<file path="config.mk">
export PLATFORM = sky130hd
export DESIGN_NAME = dio_ports
export DESIGN_NICKNAME = d
export VERILOG_FILES = /design/src/dio_pkg.sv /design/src/dio_ports.sv
export VERILOG_INCLUDE_DIRS = /design/src
export SDC_FILE = /design/constraint.sdc
export NUM_CORES = 1
export LEC_CHECK = 0
export ABC_CLOCK_PERIOD_IN_PS = 3800
export BUFFER_PORTS_ARGS = -buffer_cell sky130_fd_sc_hd__buf_4
export CORE_AREA = 2 2 231 233
export DETAILED_ROUTE_END_ITERATION = 16
export DIE_AREA = 0 0 233 235
export GPL_TIMING_DRIVEN = 0
export SLEW_MARGIN = 25
export SYNTH_ARGS = -nofsm -noshare
export SYNTH_HDL_FRONTEND = slang
export SYNTH_SLANG_ARGS = --single-unit
</file>
<file path="constraint.sdc">
create_clock -name sys_clk_i -period 3.8 [get_ports sys_clk_i]
set_input_delay 0.19 -clock sys_clk_i [delete_from_list [all_inputs] [get_ports sys_clk_i]]
set_output_delay 0.19 -clock sys_clk_i [all_outputs]
set_load 0.02 [all_outputs]
</file>
<file path="src/dio_cfg.svh">
// offsets, field positions, reset values and timing figures of the digital i/o ports
`ifndef DIO_CFG_SVH
`define DIO_CFG_SVH

// register indices; the byte address on the bus is four times the index
`define DIO_P1_BASE 6'h20
`define DIO_P2_BASE 6'h28
`define DIO_P3_BASE 6'h18
`define DIO_P4_BASE 6'h1C
`define DIO_P5_BASE 6'h30
`define DIO_P6_BASE 6'h34
`define DIO_GIE_IDX 6'h38

// offsets inside one port's group
`define DIO_OFF_IN 3'h0
`define DIO_OFF_OUT 3'h1
`define DIO_OFF_DIR 3'h2
`define DIO_OFF_IFG 3'h3
`define DIO_OFF_IES 3'h4
`define DIO_OFF_IE 3'h5
`define DIO_OFF_SEL_IRQ 3'h6
`define DIO_OFF_SEL_PLAIN 3'h3
`define DIO_SPAN_IRQ 6'h07
`define DIO_SPAN_PLAIN 6'h04

// counts
`define DIO_NPORTS 6
`define DIO_NIRQ 2
`define DIO_GIE_BIT 0

// reset values
`define DIO_RST_OUT 8'h00
`define DIO_RST_DIR 8'h00
`define DIO_RST_SEL 8'h00
`define DIO_RST_IFG 8'h00
`define DIO_RST_IES 8'h00
`define DIO_RST_IE 8'h00
`define DIO_RST_GIE 1'h0

// shortest pin event the source must hold, tenths of a clock period
`define DIO_MIN_EVENT_TENTHS 15

`endif

</file>
<file path="src/dio_pkg.sv">
// types shared by the digital i/o ports
`default_nettype none
package dio_pkg;

  // one port's eight pads as seen from the pin side
  typedef struct packed {
    logic [7:0] level;
    logic [7:0] oe_b;
  } dio_pad_type;

  // decoded register access
  typedef struct packed {
    logic hit;
    logic global_interrupt_enable;
    logic [2:0] port;
    logic [2:0] off;
  } dio_dec_type;

endpackage : dio_pkg
`default_nettype wire

</file>
<file path="src/dio_ports.sv">
// six eight-bit digital i/o ports with edge interrupts on ports one and two
`timescale 1ns/10ps
`default_nettype none
`include "dio_cfg.svh"

module dio_ports (
  input wire logic sys_clk_i,                         // system clock
  input wire logic rst_b_i,                           // sync reset, low
  input wire logic wb_cyc_i,                          // wishbone cycle
  input wire logic wb_stb_i,                          // wishbone strobe
  input wire logic wb_we_i,                           // wishbone write
  input wire logic [31:0] wb_adr_i,                   // byte address
  input wire logic [3:0] wb_sel_i,                    // byte enables
  input wire logic [31:0] wb_dat_i,                   // write data
  output logic [31:0] wb_dat_o,                       // read data
  output logic wb_ack_o,                              // acknowledge
  input wire logic [5:0][7:0] pin_in_i,               // pad levels
  output dio_pkg::dio_pad_type [5:0] pad_o,           // pad drive
  input wire logic [5:0][7:0] periph_out_i,           // peripheral drive
  output logic [5:0][7:0] periph_in_o,                // peripheral input
  output logic irq_port_one_o,                        // port one request
  output logic irq_port_two_o                         // port two request
);

  localparam logic [5:0] BASE [`DIO_NPORTS] = '{`DIO_P1_BASE, `DIO_P2_BASE,
    `DIO_P3_BASE, `DIO_P4_BASE, `DIO_P5_BASE, `DIO_P6_BASE};

  // ==========================================================
  // state
  logic [5:0][7:0] out_q;
  logic [5:0][7:0] dir_q;
  logic [5:0][7:0] fsel_q;
  logic [1:0][7:0] flag_q;
  logic [1:0][7:0] ies_q;
  logic [1:0][7:0] ie_q;
  logic gie_q;
  logic [5:0][7:0] sync1_q;
  logic [5:0][7:0] sync2_q;
  logic [1:0][7:0] prev_q;
  logic [5:0][7:0] periph_q;
  dio_pkg::dio_pad_type [5:0] pad_q;
  logic irq_one_q;
  logic irq_two_q;
  logic ack_q;
  logic [31:0] rdat_q;
  dio_pkg::dio_dec_type dec;
  logic [5:0] idx;
  logic [5:0] off6;
  logic access;
  logic wr;
  logic [7:0] wbyte;
  logic [7:0] rbyte;
  logic [1:0][7:0] edge_hit;
  logic [1:0][7:0] pend;

  // ==========================================================
  // wishbone decode
  always_comb begin
    dec = '0;
    off6 = 6'h00;
    idx = wb_adr_i[7:2];
    for (int p = 0; p < `DIO_NPORTS; p++) begin
      off6 = idx - BASE[p];
      if (off6 < ((p < `DIO_NIRQ) ? `DIO_SPAN_IRQ : `DIO_SPAN_PLAIN)) begin
        dec.hit = 1'b1;
        dec.port = 3'(p);
        dec.off = off6[2:0];
      end
    end
    if (idx == `DIO_GIE_IDX) begin
      dec.hit = 1'b1;
      dec.global_interrupt_enable = 1'b1;
    end
    // words outside the map answer zero and ignore writes
    if (wb_adr_i[31:8] != 24'h000000 || wb_adr_i[1:0] != 2'h0) begin
      dec = '0;
    end
  end

  assign access = wb_cyc_i & wb_stb_i & ~ack_q;
  assign wr = access & wb_we_i & wb_sel_i[0] & dec.hit;
  assign wbyte = wb_dat_i[7:0];

  // one wait-free answer: ack the cycle after the request appears
  always_ff @(posedge sys_clk_i) begin
    if (!rst_b_i) begin
      ack_q <= 1'b0;
    end else begin
      ack_q <= access;
    end
  end

  always_comb begin
    rbyte = 8'h00;
    if (dec.global_interrupt_enable) begin
      rbyte[`DIO_GIE_BIT] = gie_q;
    end else if (dec.hit) begin
      case (dec.off)
        `DIO_OFF_IN: rbyte = sync2_q[dec.port];
        `DIO_OFF_OUT: rbyte = out_q[dec.port];
        `DIO_OFF_DIR: rbyte = dir_q[dec.port];
        `DIO_OFF_IFG: begin
          if (dec.port < 3'h2) begin
            rbyte = flag_q[dec.port[0]];
          end else begin
            rbyte = fsel_q[dec.port];
          end
        end
        `DIO_OFF_IES: rbyte = ies_q[dec.port[0]];
        `DIO_OFF_IE: rbyte = ie_q[dec.port[0]];
        `DIO_OFF_SEL_IRQ: rbyte = fsel_q[dec.port];
        default: rbyte = 8'h00;
      endcase
    end
  end

  always_ff @(posedge sys_clk_i) begin
    if (!rst_b_i) begin
      rdat_q <= 32'h00000000;
    end else if (access) begin
      rdat_q <= {24'h000000, rbyte};
    end
  end

  // ==========================================================
  // port configuration registers, all six ports
  always_ff @(posedge sys_clk_i) begin
    if (!rst_b_i) begin
      for (int p = 0; p < `DIO_NPORTS; p++) begin
        out_q[p] <= `DIO_RST_OUT;
        dir_q[p] <= `DIO_RST_DIR;
        fsel_q[p] <= `DIO_RST_SEL;
      end
    end else if (wr && !dec.global_interrupt_enable) begin
      if (dec.off == `DIO_OFF_OUT) begin
        out_q[dec.port] <= wbyte;
      end
      if (dec.off == `DIO_OFF_DIR) begin
        dir_q[dec.port] <= wbyte;
      end
      // selecting a function leaves direction alone
      if ((dec.port < 3'h2 && dec.off == `DIO_OFF_SEL_IRQ) ||
          (dec.port >= 3'h2 && dec.off == `DIO_OFF_SEL_PLAIN)) begin
        fsel_q[dec.port] <= wbyte;
      end
    end
  end

  always_ff @(posedge sys_clk_i) begin
    if (!rst_b_i) begin
      gie_q <= `DIO_RST_GIE;
    end else if (wr && dec.global_interrupt_enable) begin
      gie_q <= wbyte[`DIO_GIE_BIT];
    end
  end

  // ==========================================================
  // pin synchronisers; short glitches under one period may be missed
  always_ff @(posedge sys_clk_i) begin
    if (!rst_b_i) begin
      sync1_q <= '0;
      sync2_q <= '0;
      prev_q <= '0;
    end else begin
      sync1_q <= pin_in_i;
      sync2_q <= sync1_q;
      prev_q <= sync2_q[1:0];
    end
  end

  // peripheral input is latched so deselecting freezes it
  always_ff @(posedge sys_clk_i) begin
    if (!rst_b_i) begin
      periph_q <= '0;
    end else begin
      for (int p = 0; p < `DIO_NPORTS; p++) begin
        periph_q[p] <= (fsel_q[p] & sync2_q[p]) |
                       (~fsel_q[p] & periph_q[p]);
      end
    end
  end

  // pad drivers; on unselected pins the level follows out or direction writes, and any
  // edge that causes on ports one and two is caught by the flag logic like an external one
  always_ff @(posedge sys_clk_i) begin
    if (!rst_b_i) begin
      for (int p = 0; p < `DIO_NPORTS; p++) begin
        pad_q[p].level <= 8'h00;
        pad_q[p].oe_b <= 8'hFF;
      end
    end else begin
      for (int p = 0; p < `DIO_NPORTS; p++) begin
        pad_q[p].level <= (fsel_q[p] & periph_out_i[p]) |
                          (~fsel_q[p] & out_q[p]);
        pad_q[p].oe_b <= ~dir_q[p];
      end
    end
  end

  // ==========================================================
  // edge flags, ports one and two only
  always_comb begin
    for (int p = 0; p < `DIO_NIRQ; p++) begin
      // edge select only steers detection; changing it alone sets nothing
      edge_hit[p] = ((~ies_q[p] & sync2_q[p] & ~prev_q[p]) |
                     (ies_q[p] & ~sync2_q[p] & prev_q[p])) &
                    ~fsel_q[p];
      pend[p] = flag_q[p] & ie_q[p] & ~fsel_q[p];
    end
  end

  always_ff @(posedge sys_clk_i) begin
    if (!rst_b_i) begin
      flag_q <= '0;
      ies_q <= '0;
      ie_q <= '0;
      for (int p = 0; p < `DIO_NIRQ; p++) begin
        flag_q[p] <= `DIO_RST_IFG;
        ies_q[p] <= `DIO_RST_IES;
        ie_q[p] <= `DIO_RST_IE;
      end
    end else begin
      for (int p = 0; p < `DIO_NIRQ; p++) begin
        // a hardware edge in the clearing cycle still lands
        if (wr && !dec.global_interrupt_enable && dec.port == 3'(p) &&
            dec.off == `DIO_OFF_IFG) begin
          flag_q[p] <= wbyte | edge_hit[p];
        end else begin
          flag_q[p] <= flag_q[p] | edge_hit[p];
        end
        if (wr && !dec.global_interrupt_enable && dec.port == 3'(p) &&
            dec.off == `DIO_OFF_IES) begin
          ies_q[p] <= wbyte;
        end
        if (wr && !dec.global_interrupt_enable && dec.port == 3'(p) &&
            dec.off == `DIO_OFF_IE) begin
          ie_q[p] <= wbyte;
        end
      end
    end
  end

  // level requests: a flag left pending keeps asking after service
  always_ff @(posedge sys_clk_i) begin
    if (!rst_b_i) begin
      irq_one_q <= 1'b0;
      irq_two_q <= 1'b0;
    end else begin
      irq_one_q <= gie_q & (|pend[0]);
      irq_two_q <= gie_q & (|pend[1]);
    end
  end

  assign wb_ack_o = ack_q;
  assign wb_dat_o = rdat_q;
  assign pad_o = pad_q;
  assign periph_in_o = periph_q;
  assign irq_port_one_o = irq_one_q;
  assign irq_port_two_o = irq_two_q;
endmodule : dio_ports
`default_nettype wire

</file>
* After elaboration in Yosys (flattened, before gate mapping)
Cells that the tools add are included.
** Word-level totals
- Word-level logic and storage cells :: 233
- Bits of input ports :: 169
- Flip-flop bits (word level) :: 460
- Output and inout port bits :: 179
** Cells by class
- Add/subtract/negate cells :: 6
- Equal/unequal tests :: 8
- Reductions and logical operators :: 25
- Muxes and demuxes :: 40
- Bitwise operators :: 82
- Magnitude comparators :: 11
** Operators by type and width (number)
- $and 8x8->8 :: 38
- $bwmux 48 :: 3
- $not 8->8 :: 18
- $or 8x8->8 :: 18
- $mux 8 :: 16
- $bmux 8 s3 :: 4
- $pmux 8 s7 :: 1
- $lt 6x3->1 const B :: 6
- $mux 6 :: 5
- $demux 8 s3 :: 1
- $reduce_bool 24->1 :: 1
- $sub 6x6->6 const B :: 4
- $reduce_or 8->1 :: 2
- $logic_and 1x1->1 :: 13
- $sub 6x5->6 const B :: 2
- $eq 3x3->1 const B :: 3
- $and 1x1->1 :: 7
- $mux 1 :: 7
- $mux 7 :: 1
- $eq 3x1->1 const B :: 2
- $eq 3x2->1 const B :: 2
- $eq 6x6->1 const B :: 1
- $logic_not 3->1 :: 2
- $reduce_and 2->1 :: 3
- 11 further kinds :: 12

* Longest topological paths before layout
Gate-level depths: netlist of run 1.
- Depth after elaboration :: 16
- Depth in mapped cells :: 13
- Depth with buffers taken out :: 10

* Worst setup path before layout of run 1
No wires, ideal clock.
- Kind :: input -> register
- Start point :: input wb_adr_i[5]
- End point :: register ie_q[10] (netlist name)
- Path buffers :: 2
- Stages :: 10
- Setup slack :: 0.986 ns
- Library setup time :: 0.128 ns
- Data required time :: 3.672 ns
- Arrival time :: 2.687 ns
- Cells stage by stage :: ha_1 -> or3_1 -> a211o_1 -> clkbuf_1 -> a211oi_1 -> buf_4 -> nand4_1 -> nor2_2 -> mux2i_1 -> nor2_1
** Between the ends
- Word-level cells in the longest chain between the ends :: 14
- Elaborated cells on any way between the ends :: 34
- Those cells by class :: add/sub: 6; order compare: 6; eq/ne: 3; mux: 14; bitwise: 1; reduce/logical: 4
** RTL lines
- start: declaration :: line dio_ports.sv:12 : input wire logic [31:0] wb_adr_i,
- $sub 6x6->6 :: line dio_ports.sv:63 : off6 = idx - BASE[p];
- $lt 6x3->1 :: line dio_ports.sv:64 : if (off6 < ((p < `DIO_NIRQ) ? `DIO_SPAN_IRQ : `DIO_SPAN_PLAIN)) begin
- $mux 1 (6 in series) :: line dio_ports.sv:64
- $mux 2 :: line dio_ports.sv:70 : if (idx == `DIO_GIE_IDX) begin
- $mux 8 * :: line dio_ports.sv:75 : if (wb_adr_i[31:8] != 24'h000000 || wb_adr_i[1:0] != 2'h0) begin
- $and 1x1->1 :: line dio_ports.sv:81 : assign wr = access & wb_we_i & wb_sel_i[0] & dec.hit;
- $logic_and 1x1->1 (2 in series) :: line dio_ports.sv:235 : if (wr && !dec.global_interrupt_enable && dec.port == 3'(p) &&
- $logic_and 1x1->1 (no line) *
- end signal: indexed assignment :: line dio_ports.sv:220 : ie_q[p] <= `DIO_RST_IE;
- end signal: indexed assignment :: line dio_ports.sv:237 : ie_q[p] <= wbyte;
- end: declaration :: line dio_ports.sv:35 : logic [1:0][7:0] ie_q;
Every way passes the cells marked *; elsewhere a longest branch is shown, timed or not.
A chain may end at the register's enable or synchronous reset.

* Worst setup path in the final report of run 1
- Start point :: input wb_adr_i[6]
- End point :: register rdat_q[6], in the netlist wb_dat_o[6]
** Between the ends
- Word-level cells in the longest chain between the ends :: 14
- Elaborated cells on any way between the ends :: 53
- Those cells by class :: add/sub: 6; order compare: 7; eq/ne: 7; mux: 32; reduce/logical: 1
** RTL lines
- $sub 6x6->6 :: line dio_ports.sv:63
- $lt 6x3->1 :: line dio_ports.sv:64
- $mux 6 (5 in series) :: line dio_ports.sv:64
- $mux 8 * :: line dio_ports.sv:75
- $bmux 8 s3 or $mux 8 (tied branches) :: line dio_ports.sv:106, dio_ports.sv:111, dio_ports.sv:104
- $mux 8 (on tied branches) :: line dio_ports.sv:106, dio_ports.sv:111, dio_ports.sv:104
- $mux 8 :: line dio_ports.sv:103 : if (dec.port < 3'h2) begin
- $pmux 8 s7 :: line dio_ports.sv:98 : case (dec.off)
- $mux 8 :: line dio_ports.sv:97 : end else if (dec.hit) begin
- $mux 7 * :: line dio_ports.sv:95 : if (dec.global_interrupt_enable) begin
- end signal: assignment :: line dio_ports.sv:121 : rdat_q <= {24'h000000, rbyte};
- end: declaration :: line dio_ports.sv:45 : logic [31:0] rdat_q;
Every way passes the cells marked *; elsewhere a longest branch is shown, timed or not. The select of a mux whose other input is x is not followed.

==> results of run 1 <==
final cells by class:
| class | count | area (sq um) |
|---|---|---|
| clock buffer | 64 | 1350 |
| inverter | 6 | 22.5 |
| buffer | 152 | 681 |
| multi-input combinational | 1433 | 8340 |
| tap | 688 | 861 |
| sequential | 460 | 9210 |
| fill | 5017 | 28300 |
| clock inverter | 17 | 199 |
| timing repair buffer | 398 | 3240 |
metal layers:
layer / vias to the layer above / global-route usage, %
met5: - / 0
met4: 0 / 12.8
met1: 8351 / 37.2
met2: 849 / 46.5
met3: 171 / 4.48
li1: 7848 / -
final timing paths:
check                              endpoint  slack, ns  depth (start not counted)
worst max-delay path            wb_dat_o[6]      0.007                         13
worst min-delay path              pad_o[92]       0.06                          3
worst max register to register     ies_q[3]       0.26                          7
worst min register to register    pad_o[71]       0.41                          1
worst register-to-register path, stage by stage, from the launching register on:
cell      delay (ns)
dfxtp_1         0.31
nand3b_1        0.52
nor4_4          1.01
nand4_1         0.48
or2_2           0.42
clkbuf_1        0.34
nand2_1         0.19
a21oi_1         0.10
kinds of logic (layout without fill, tap and decap cells):
kind of cell | Yosys count | after routing
flip-flops | 460 | 460
buffers and inverters | 158 | 637
XOR/XNOR | 2 | 2
AO/OA/AOI/OAI | 340 | 340
other | 1 | 24
multiplexers | 214 | 214
adder cells (fa/ha/maj) | 3 | 3
AND/OR/NAND/NOR | 850 | 850
power groups by stage:
stage / clock, mW / sequential, mW / combinational (mW)
2_1_floorplan: 0 / 5.01 / 0.297
3_3_place_gp: 0 / 5.03 / 0.623
3_5_place_dp: 0 / 5.03 / 0.628
4_1_cts: 4.76 / 4.92 / 0.715
5_1_grt: 4.97 / 4.93 / 0.765
6_report: 4.70 / 4.93 / 0.730
repair_timing:
action                                  in CTS  in global routing
gates resized for setup                      4                 13
endpoints found under the setup margin       5                 44
hold buffers                               102                  0
hold endpoints to repair                   121                  0
layout by cell type (no fill, tap or decap), drive strengths merged, types with 4 or more instances in the layout:
cell	synthesis	layout
nor4	10	10
o32ai	6	6
a31oi	7	7
and3	10	10
dfxtp	460	460
or2	9	9
o221ai	16	16
nand3	22	22
a21oi	146	146
nor2	230	230
dlygate4sd3	0	102
a21o	7	7
o22ai	39	39
nor3b	6	6
a22oi	5	5
a211o	5	5
a32oi	6	6
o211ai	11	11
inv	6	9
a2bb2oi	4	4
buf	41	337
and2	116	116
o21ai	39	39
mux2	4	4
clkbuf	111	175
or3	5	5
a221oi	12	12
conb	1	24
nand2	370	370
clkinv	0	9
nor3	23	23
nand2b	17	17
a211oi	14	14
mux2i	210	210
nand4	16	16
or4	4	4
stage by stage:
stage | area, sq um | TNS, ns | setup slack (ns) | util, % | cells
after floorplan | 18200 | 0 | 0.986 | - | 2051
after global placement | 21200 | -29.99 | -1.39 | 40.7 | 3033
after detailed placement | 21300 | -31.38 | -0.860 | 40.7 | 3035
after CTS | 23900 | 0 | 0.00441 | 45.7 | 3218
after global routing | 23900 | 0 | 0.000453 | 45.8 | 3218
final | 23900 | 0 | 0.00655 | 45.8 | 3218
==> impl_metrics.yaml, run 1 <==
status:
  status: "complete, no violations"
layout:
  fin_nets: 2671
  drive_gt1_share_pct: 17.7
  syn_to_final_growth_pct: 32.1
  antennaDiodeCount: 0
synthesis:
  netlist.area_leader.share_pct: 50.9
  yosysMostFrequentCell: "dfxtp_1"
  yosys-top-cells-area: "dfxtp_1 (51%), mux2i_1 (12%), nand2_1 (7.7%)"
  synth.avg_cell_area_sq_um: 8.92
  yosysWarnings: 0
  syn_area_sq_mm: 0.0181
  synth_edf_count: 0
  synth_async_sr_flop_share_pct: 0
  yosys-top-cells-count: "dfxtp_1 (460), nand2_1 (370), nor2_1 (225)"
  ys.flop_type: "dfxtp_1"
  synth_compound_area_share_pct: 11.8
  synth_area_leader_cell: "dfxtp_1"
  synthMuxAreaShare_pct: 11.9
  synth_top_family_by_area: "simple AND/OR/NAND/NOR gates"
  synth_cell_types: 66
  ys_ff_latch: 460
  synth-seq-area-share_pct: 50.9
  synthAdderAreaFrac_pct: 0.207
  synth_cells: 2028
  synth-xor-area-share_pct: 0.0968
  synth-simple-area-share_pct: 21.2
drt:
  routedWlPerCell_um: 24.9
  top_layer_used: "met4"
  ant_nets: 0
  drc: 0
  wl_um: 80000
  met2_length_um: 37000
  firstDrtPassIters: 7
  met1Wirelength_um: 33600
  via_count: 17219
  vias_per_cell: 5.35
  drt-initial-drc-count: 1595
  wl_met3_um: 5550
global_route:
  grt-ovfl-total: 0
  grt_use_total_pct: 28.6
  grt_pass1_vias: 16917
  grt_max_degree: 14
  grt_antenna_before_repair: 0
  grt_pass1_wl_um: 114000
clock_network:
  cts.sinks: 460
  numCtsBuffers: 48
  insertion_delay_ns: 0.61
  h-tree-depth: 2
  root_buffer: "clkbuf_16"
  cts_max_path_buffers: 3
  clk_pin_slew_ns: 0.06
  post_cts_buffers: 0
  cts_tree: "built"
power:
  peakVddDrop_mv: 0.357
  power_frac_clock_pct: 45.4
  p_comb_share_pct: 7.1
  internal_power_mw: 7.87
  cellPowerDensity_mw_per_mm2: 433
  p_total_mw: 10.4
  power_switching_mw: 2.49
  p_sw_share_pct: 24.0
  p_seq_share_pct: 47.6
  p_leak_nw: 9.02
placed_design:
  hpwl_um: 61100
  gp_congestion: 1.03
  numPortBuffers: 294
die:
  pin_count: 348
  dieHeight_um: 235
  start_util_pct: 34.6
  core_sq_mm: 0.0522
  dieArea_sq_mm: 0.0548
  num_rows: 84
  die_x_um: 233
hold_path:
  min_path_type: "in2reg"
  hp-start: "periph_out_i[44]"
worst_setup_path:
  crit_top_cell: "nand2_1"
  crit_path_start: "wb_adr_i[6]"
  end_kind: "flop"
  path_delay_family: "buffers and inverters"
  worstPathArrival_ns: 4.27
  crit_buf_inv: 4
  critical_path.slowest_cell: "clkbuf_1"
  r2r-start: "wb_ack_o"
  cp_data_required_time_ns: 4.28
  crit_fanout: 10
  path_class: "in2reg"
  critPathMaxStageDelay_ns: 0.72
  crit_path_start_kind: "input port"
  cp_cell_sequence: "buf_4 -> inv_1 -> ha_1 -> and2_1 -> a32oi_2 -> clkbuf_1 -> buf_1 -> nand2_1 -> nand3_1 -> o221ai_1 -> nand2_1 -> a31oi_1 -> a221oi_1"
timing:
  slew_violations: 0
  setup_viol: 0
  fin_crit_sh_pct: 99.8
  worst_slew_pin_slew_ns: 1.15
  period_needed_ns: 3.79
  rsz0062_at_grt: "no"
  whs_ns: 0.0606
  max_clock_freq_mhz: 264
  worst_clock_skew_ns: 0.0163
  maxSlewHeadroom_pct: 23.0
  hold_viol: 0
flow_run:
  maxCapViolCount: 0
No activity file was read; power rests on OpenSTA's default activity.
==> run 2: changes to the inputs <==
--- a/config.mk
+++ b/config.mk
@@ -6,7 +6,7 @@
 export SDC_FILE = /design/constraint.sdc
 export NUM_CORES = 1
 export LEC_CHECK = 0
-export ABC_CLOCK_PERIOD_IN_PS = 3800
+export ABC_CLOCK_PERIOD_IN_PS = 3350
 export BUFFER_PORTS_ARGS = -buffer_cell sky130_fd_sc_hd__buf_4
 export CORE_AREA = 2 2 231 233
 export DETAILED_ROUTE_END_ITERATION = 16
==> constraint.sdc (replaced) <==
create_clock -name sys_clk_i -period 3.35 [get_ports sys_clk_i]
set_input_delay 0.1675 -clock sys_clk_i [delete_from_list [all_inputs] [get_ports sys_clk_i]]
set_output_delay 0.1675 -clock sys_clk_i [all_outputs]
set_load 0.1 [all_outputs]
==> run 2 against run 1 <==
Against the previous run: the run now ends with setup timing left; clock skew rose by 0.0015 ns; worst hold slack improved by 0.026 ns; setup slack got worse by 0.15 ns; wire length is 0.26% higher; non-clock buffer count rose by 14; critical path depth down 3; final area is 0.75% higher; sequential power grew 13%; core utilization increased by 0.34 points; first-iteration DRC count shrank 5.5%; via count is essentially flat; largest cell class unchanged; highest routed layer unchanged.
==> impl_metrics.yaml, run 2 (same netlist as run 1, synthesis figures left out) <==
global_route:
  grt_pass1_wl_um: 114000
  grt_max_degree: 14
  grt_antenna_before_repair: 0
  grt-ovfl-total: 0
  grt_pass1_vias: 16950
  grt_use_total_pct: 28.6
drt:
  ant_nets: 0
  routedWlPerCell_um: 24.8
  vias_per_cell: 5.33
  firstDrtPassIters: 7
  drt-initial-drc-count: 1508
  wl_um: 80200
  via_count: 17229
  drc: 0
power:
  p_total_mw: 11.9
  cellPowerDensity_mw_per_mm2: 493
  peakVddDrop_mv: 0.407
  p_leak_nw: 9.10
die:
  core_sq_mm: 0.0522
  dieHeight_um: 235
  pin_count: 348
  start_util_pct: 34.6
  die_x_um: 233
  dieArea_sq_mm: 0.0548
  num_rows: 84
worst_setup_path:
  end_kind: "flop"
  path_class: "in2reg"
  r2r-start: "wb_ack_o"
  worstPathArrival_ns: 4.03
  r2r-end: "fsel_q[40]"
  crit_fanout: 9
  rrSetupSlack_ns: 0.29
  crit_path_start_kind: "input port"
  reg2reg_depth: 8
  cp_data_required_time_ns: 3.89
timing:
  max_clock_freq_mhz: 287
  hold_viol: 0
  maxSlewHeadroom_pct: 25.0
  setup_viol: 1
  layout_setup_ws_ns: -0.140
  fin_crit_sh_pct: 104
  rsz0062_at_grt: "yes"
  worst_slew_pin_slew_ns: 1.12
  worst_clock_skew_ns: 0.0178
  period_needed_ns: 3.49
  slew_violations: 0
placed_design:
  dp.cells: 3035
  gp_congestion: 1.03
  hpwl_um: 61100
  place_ws_ns: -1.29
  numPortBuffers: 294
hold_path:
  hp-start: "wb_dat_i[0]"
  min_path_type: "in2reg"
  min_to: "out_q[24]"
  holdPathStages: 3
layout:
  post-route-util_pct: 46.1
  fin_cells: 3234
  fill_cells: 4997
  syn_to_final_growth_pct: 33.1
  layout_common_cells: "dfxtp_1 (460), nand2_1 (369), buf_4 (335)"
  final_common_cell: "dfxtp_1"
  drive_gt1_share_pct: 18.8
  fin_nets: 2685
clock_network:
  h-tree-depth: 2
  clk_pin_slew_ns: 0.07
  numCtsBuffers: 48
  insertion_delay_ns: 0.61
  cts_max_path_buffers: 3
  cts.sinks: 460
  cts_tree: "built"
  root_buffer: "clkbuf_16"
status:
  violations: "setup timing"
  status: "complete, but fails checks"
flow_run:
  maxCapViolCount: 0
[run 2: power by group]
part | internal (mW) | leakage (nW) | switching, mW
Clock | 3.06 | 0.764 | 2.28
Combinational | 0.330 | 4.60 | 0.609
Sequential | 5.54 | 3.73 | 0.0473
[run 2: repair_timing]
item,4_1_cts,5_1_grt
hold buffers,103,0
endpoints found under the hold margin,124,0
pin swaps,1,2
setup buffers,4,10
endpoints found under the setup margin,80,90
resized for setup,24,8
cloned,0,0
[run 2: layout make-up]
cell class	count	area, sq um	area share [%]
Tap cell	688	861	3.57
Clock buffer	64	1350	5.61
Multi-Input combinational cell	1433	8400	34.9
Antenna cell	2	5.00	0.0208
Inverter	6	22.5	0.0935
Clock inverter	17	199	0.826
Buffer	151	683	2.84
Timing Repair Buffer	413	3360	13.9
Sequential cell	460	9210	38.2
[run 2: metal layers]
| layer | routed length (um) | GRT usage [%] |
|---|---|---|
| met5 | 0 | 0 |
| met4 | 3640 | 12.4 |
| met3 | 5500 | 4.36 |
| met2 | 37200 | 46.8 |
| met1 | 33800 | 37.3 |
[run 2: through the flow]
step / area [sq um] / TNS, ns / hold slack [ns]
finish: 24100 / -0.140 / 0.0868
global route: 24100 / -0.173 / 0.0817
CTS: 24000 / 0 / 0.0619
detailed placement: 21300 / -114.20 / 0.378
global placement: 21200 / -112.54 / 0.378
floorplan: 18200 / 0 / 0.295
[run 2: critical path: stages]
cell and delay (ns):
buf_4 0.15, ha_1 0.26, or3_1 0.45, a211oi_4 0.59
o211ai_1 0.41, nor2_2 0.67, a221oi_1 0.30, o32ai_1 0.75
nor3_1 0.12, a21oi_1 0.15
[run 2: worst max-delay path by stage]
stage	cells after the start	to	slack, ns	from
final	10	wb_dat_o[0]	-0.14	wb_adr_i[6]
after detailed placement	12	wb_dat_o[7]	-1.29	wb_adr_i[6]
after floorplan	7	fsel_q[32]	0.51	wb_ack_o
after global routing	10	wb_dat_o[0]	-0.06	wb_adr_i[6]
after global placement	10	wb_dat_o[7]	-1.82	wb_adr_i[6]
after CTS	10	wb_dat_o[3]	0.01	wb_adr_i[26]
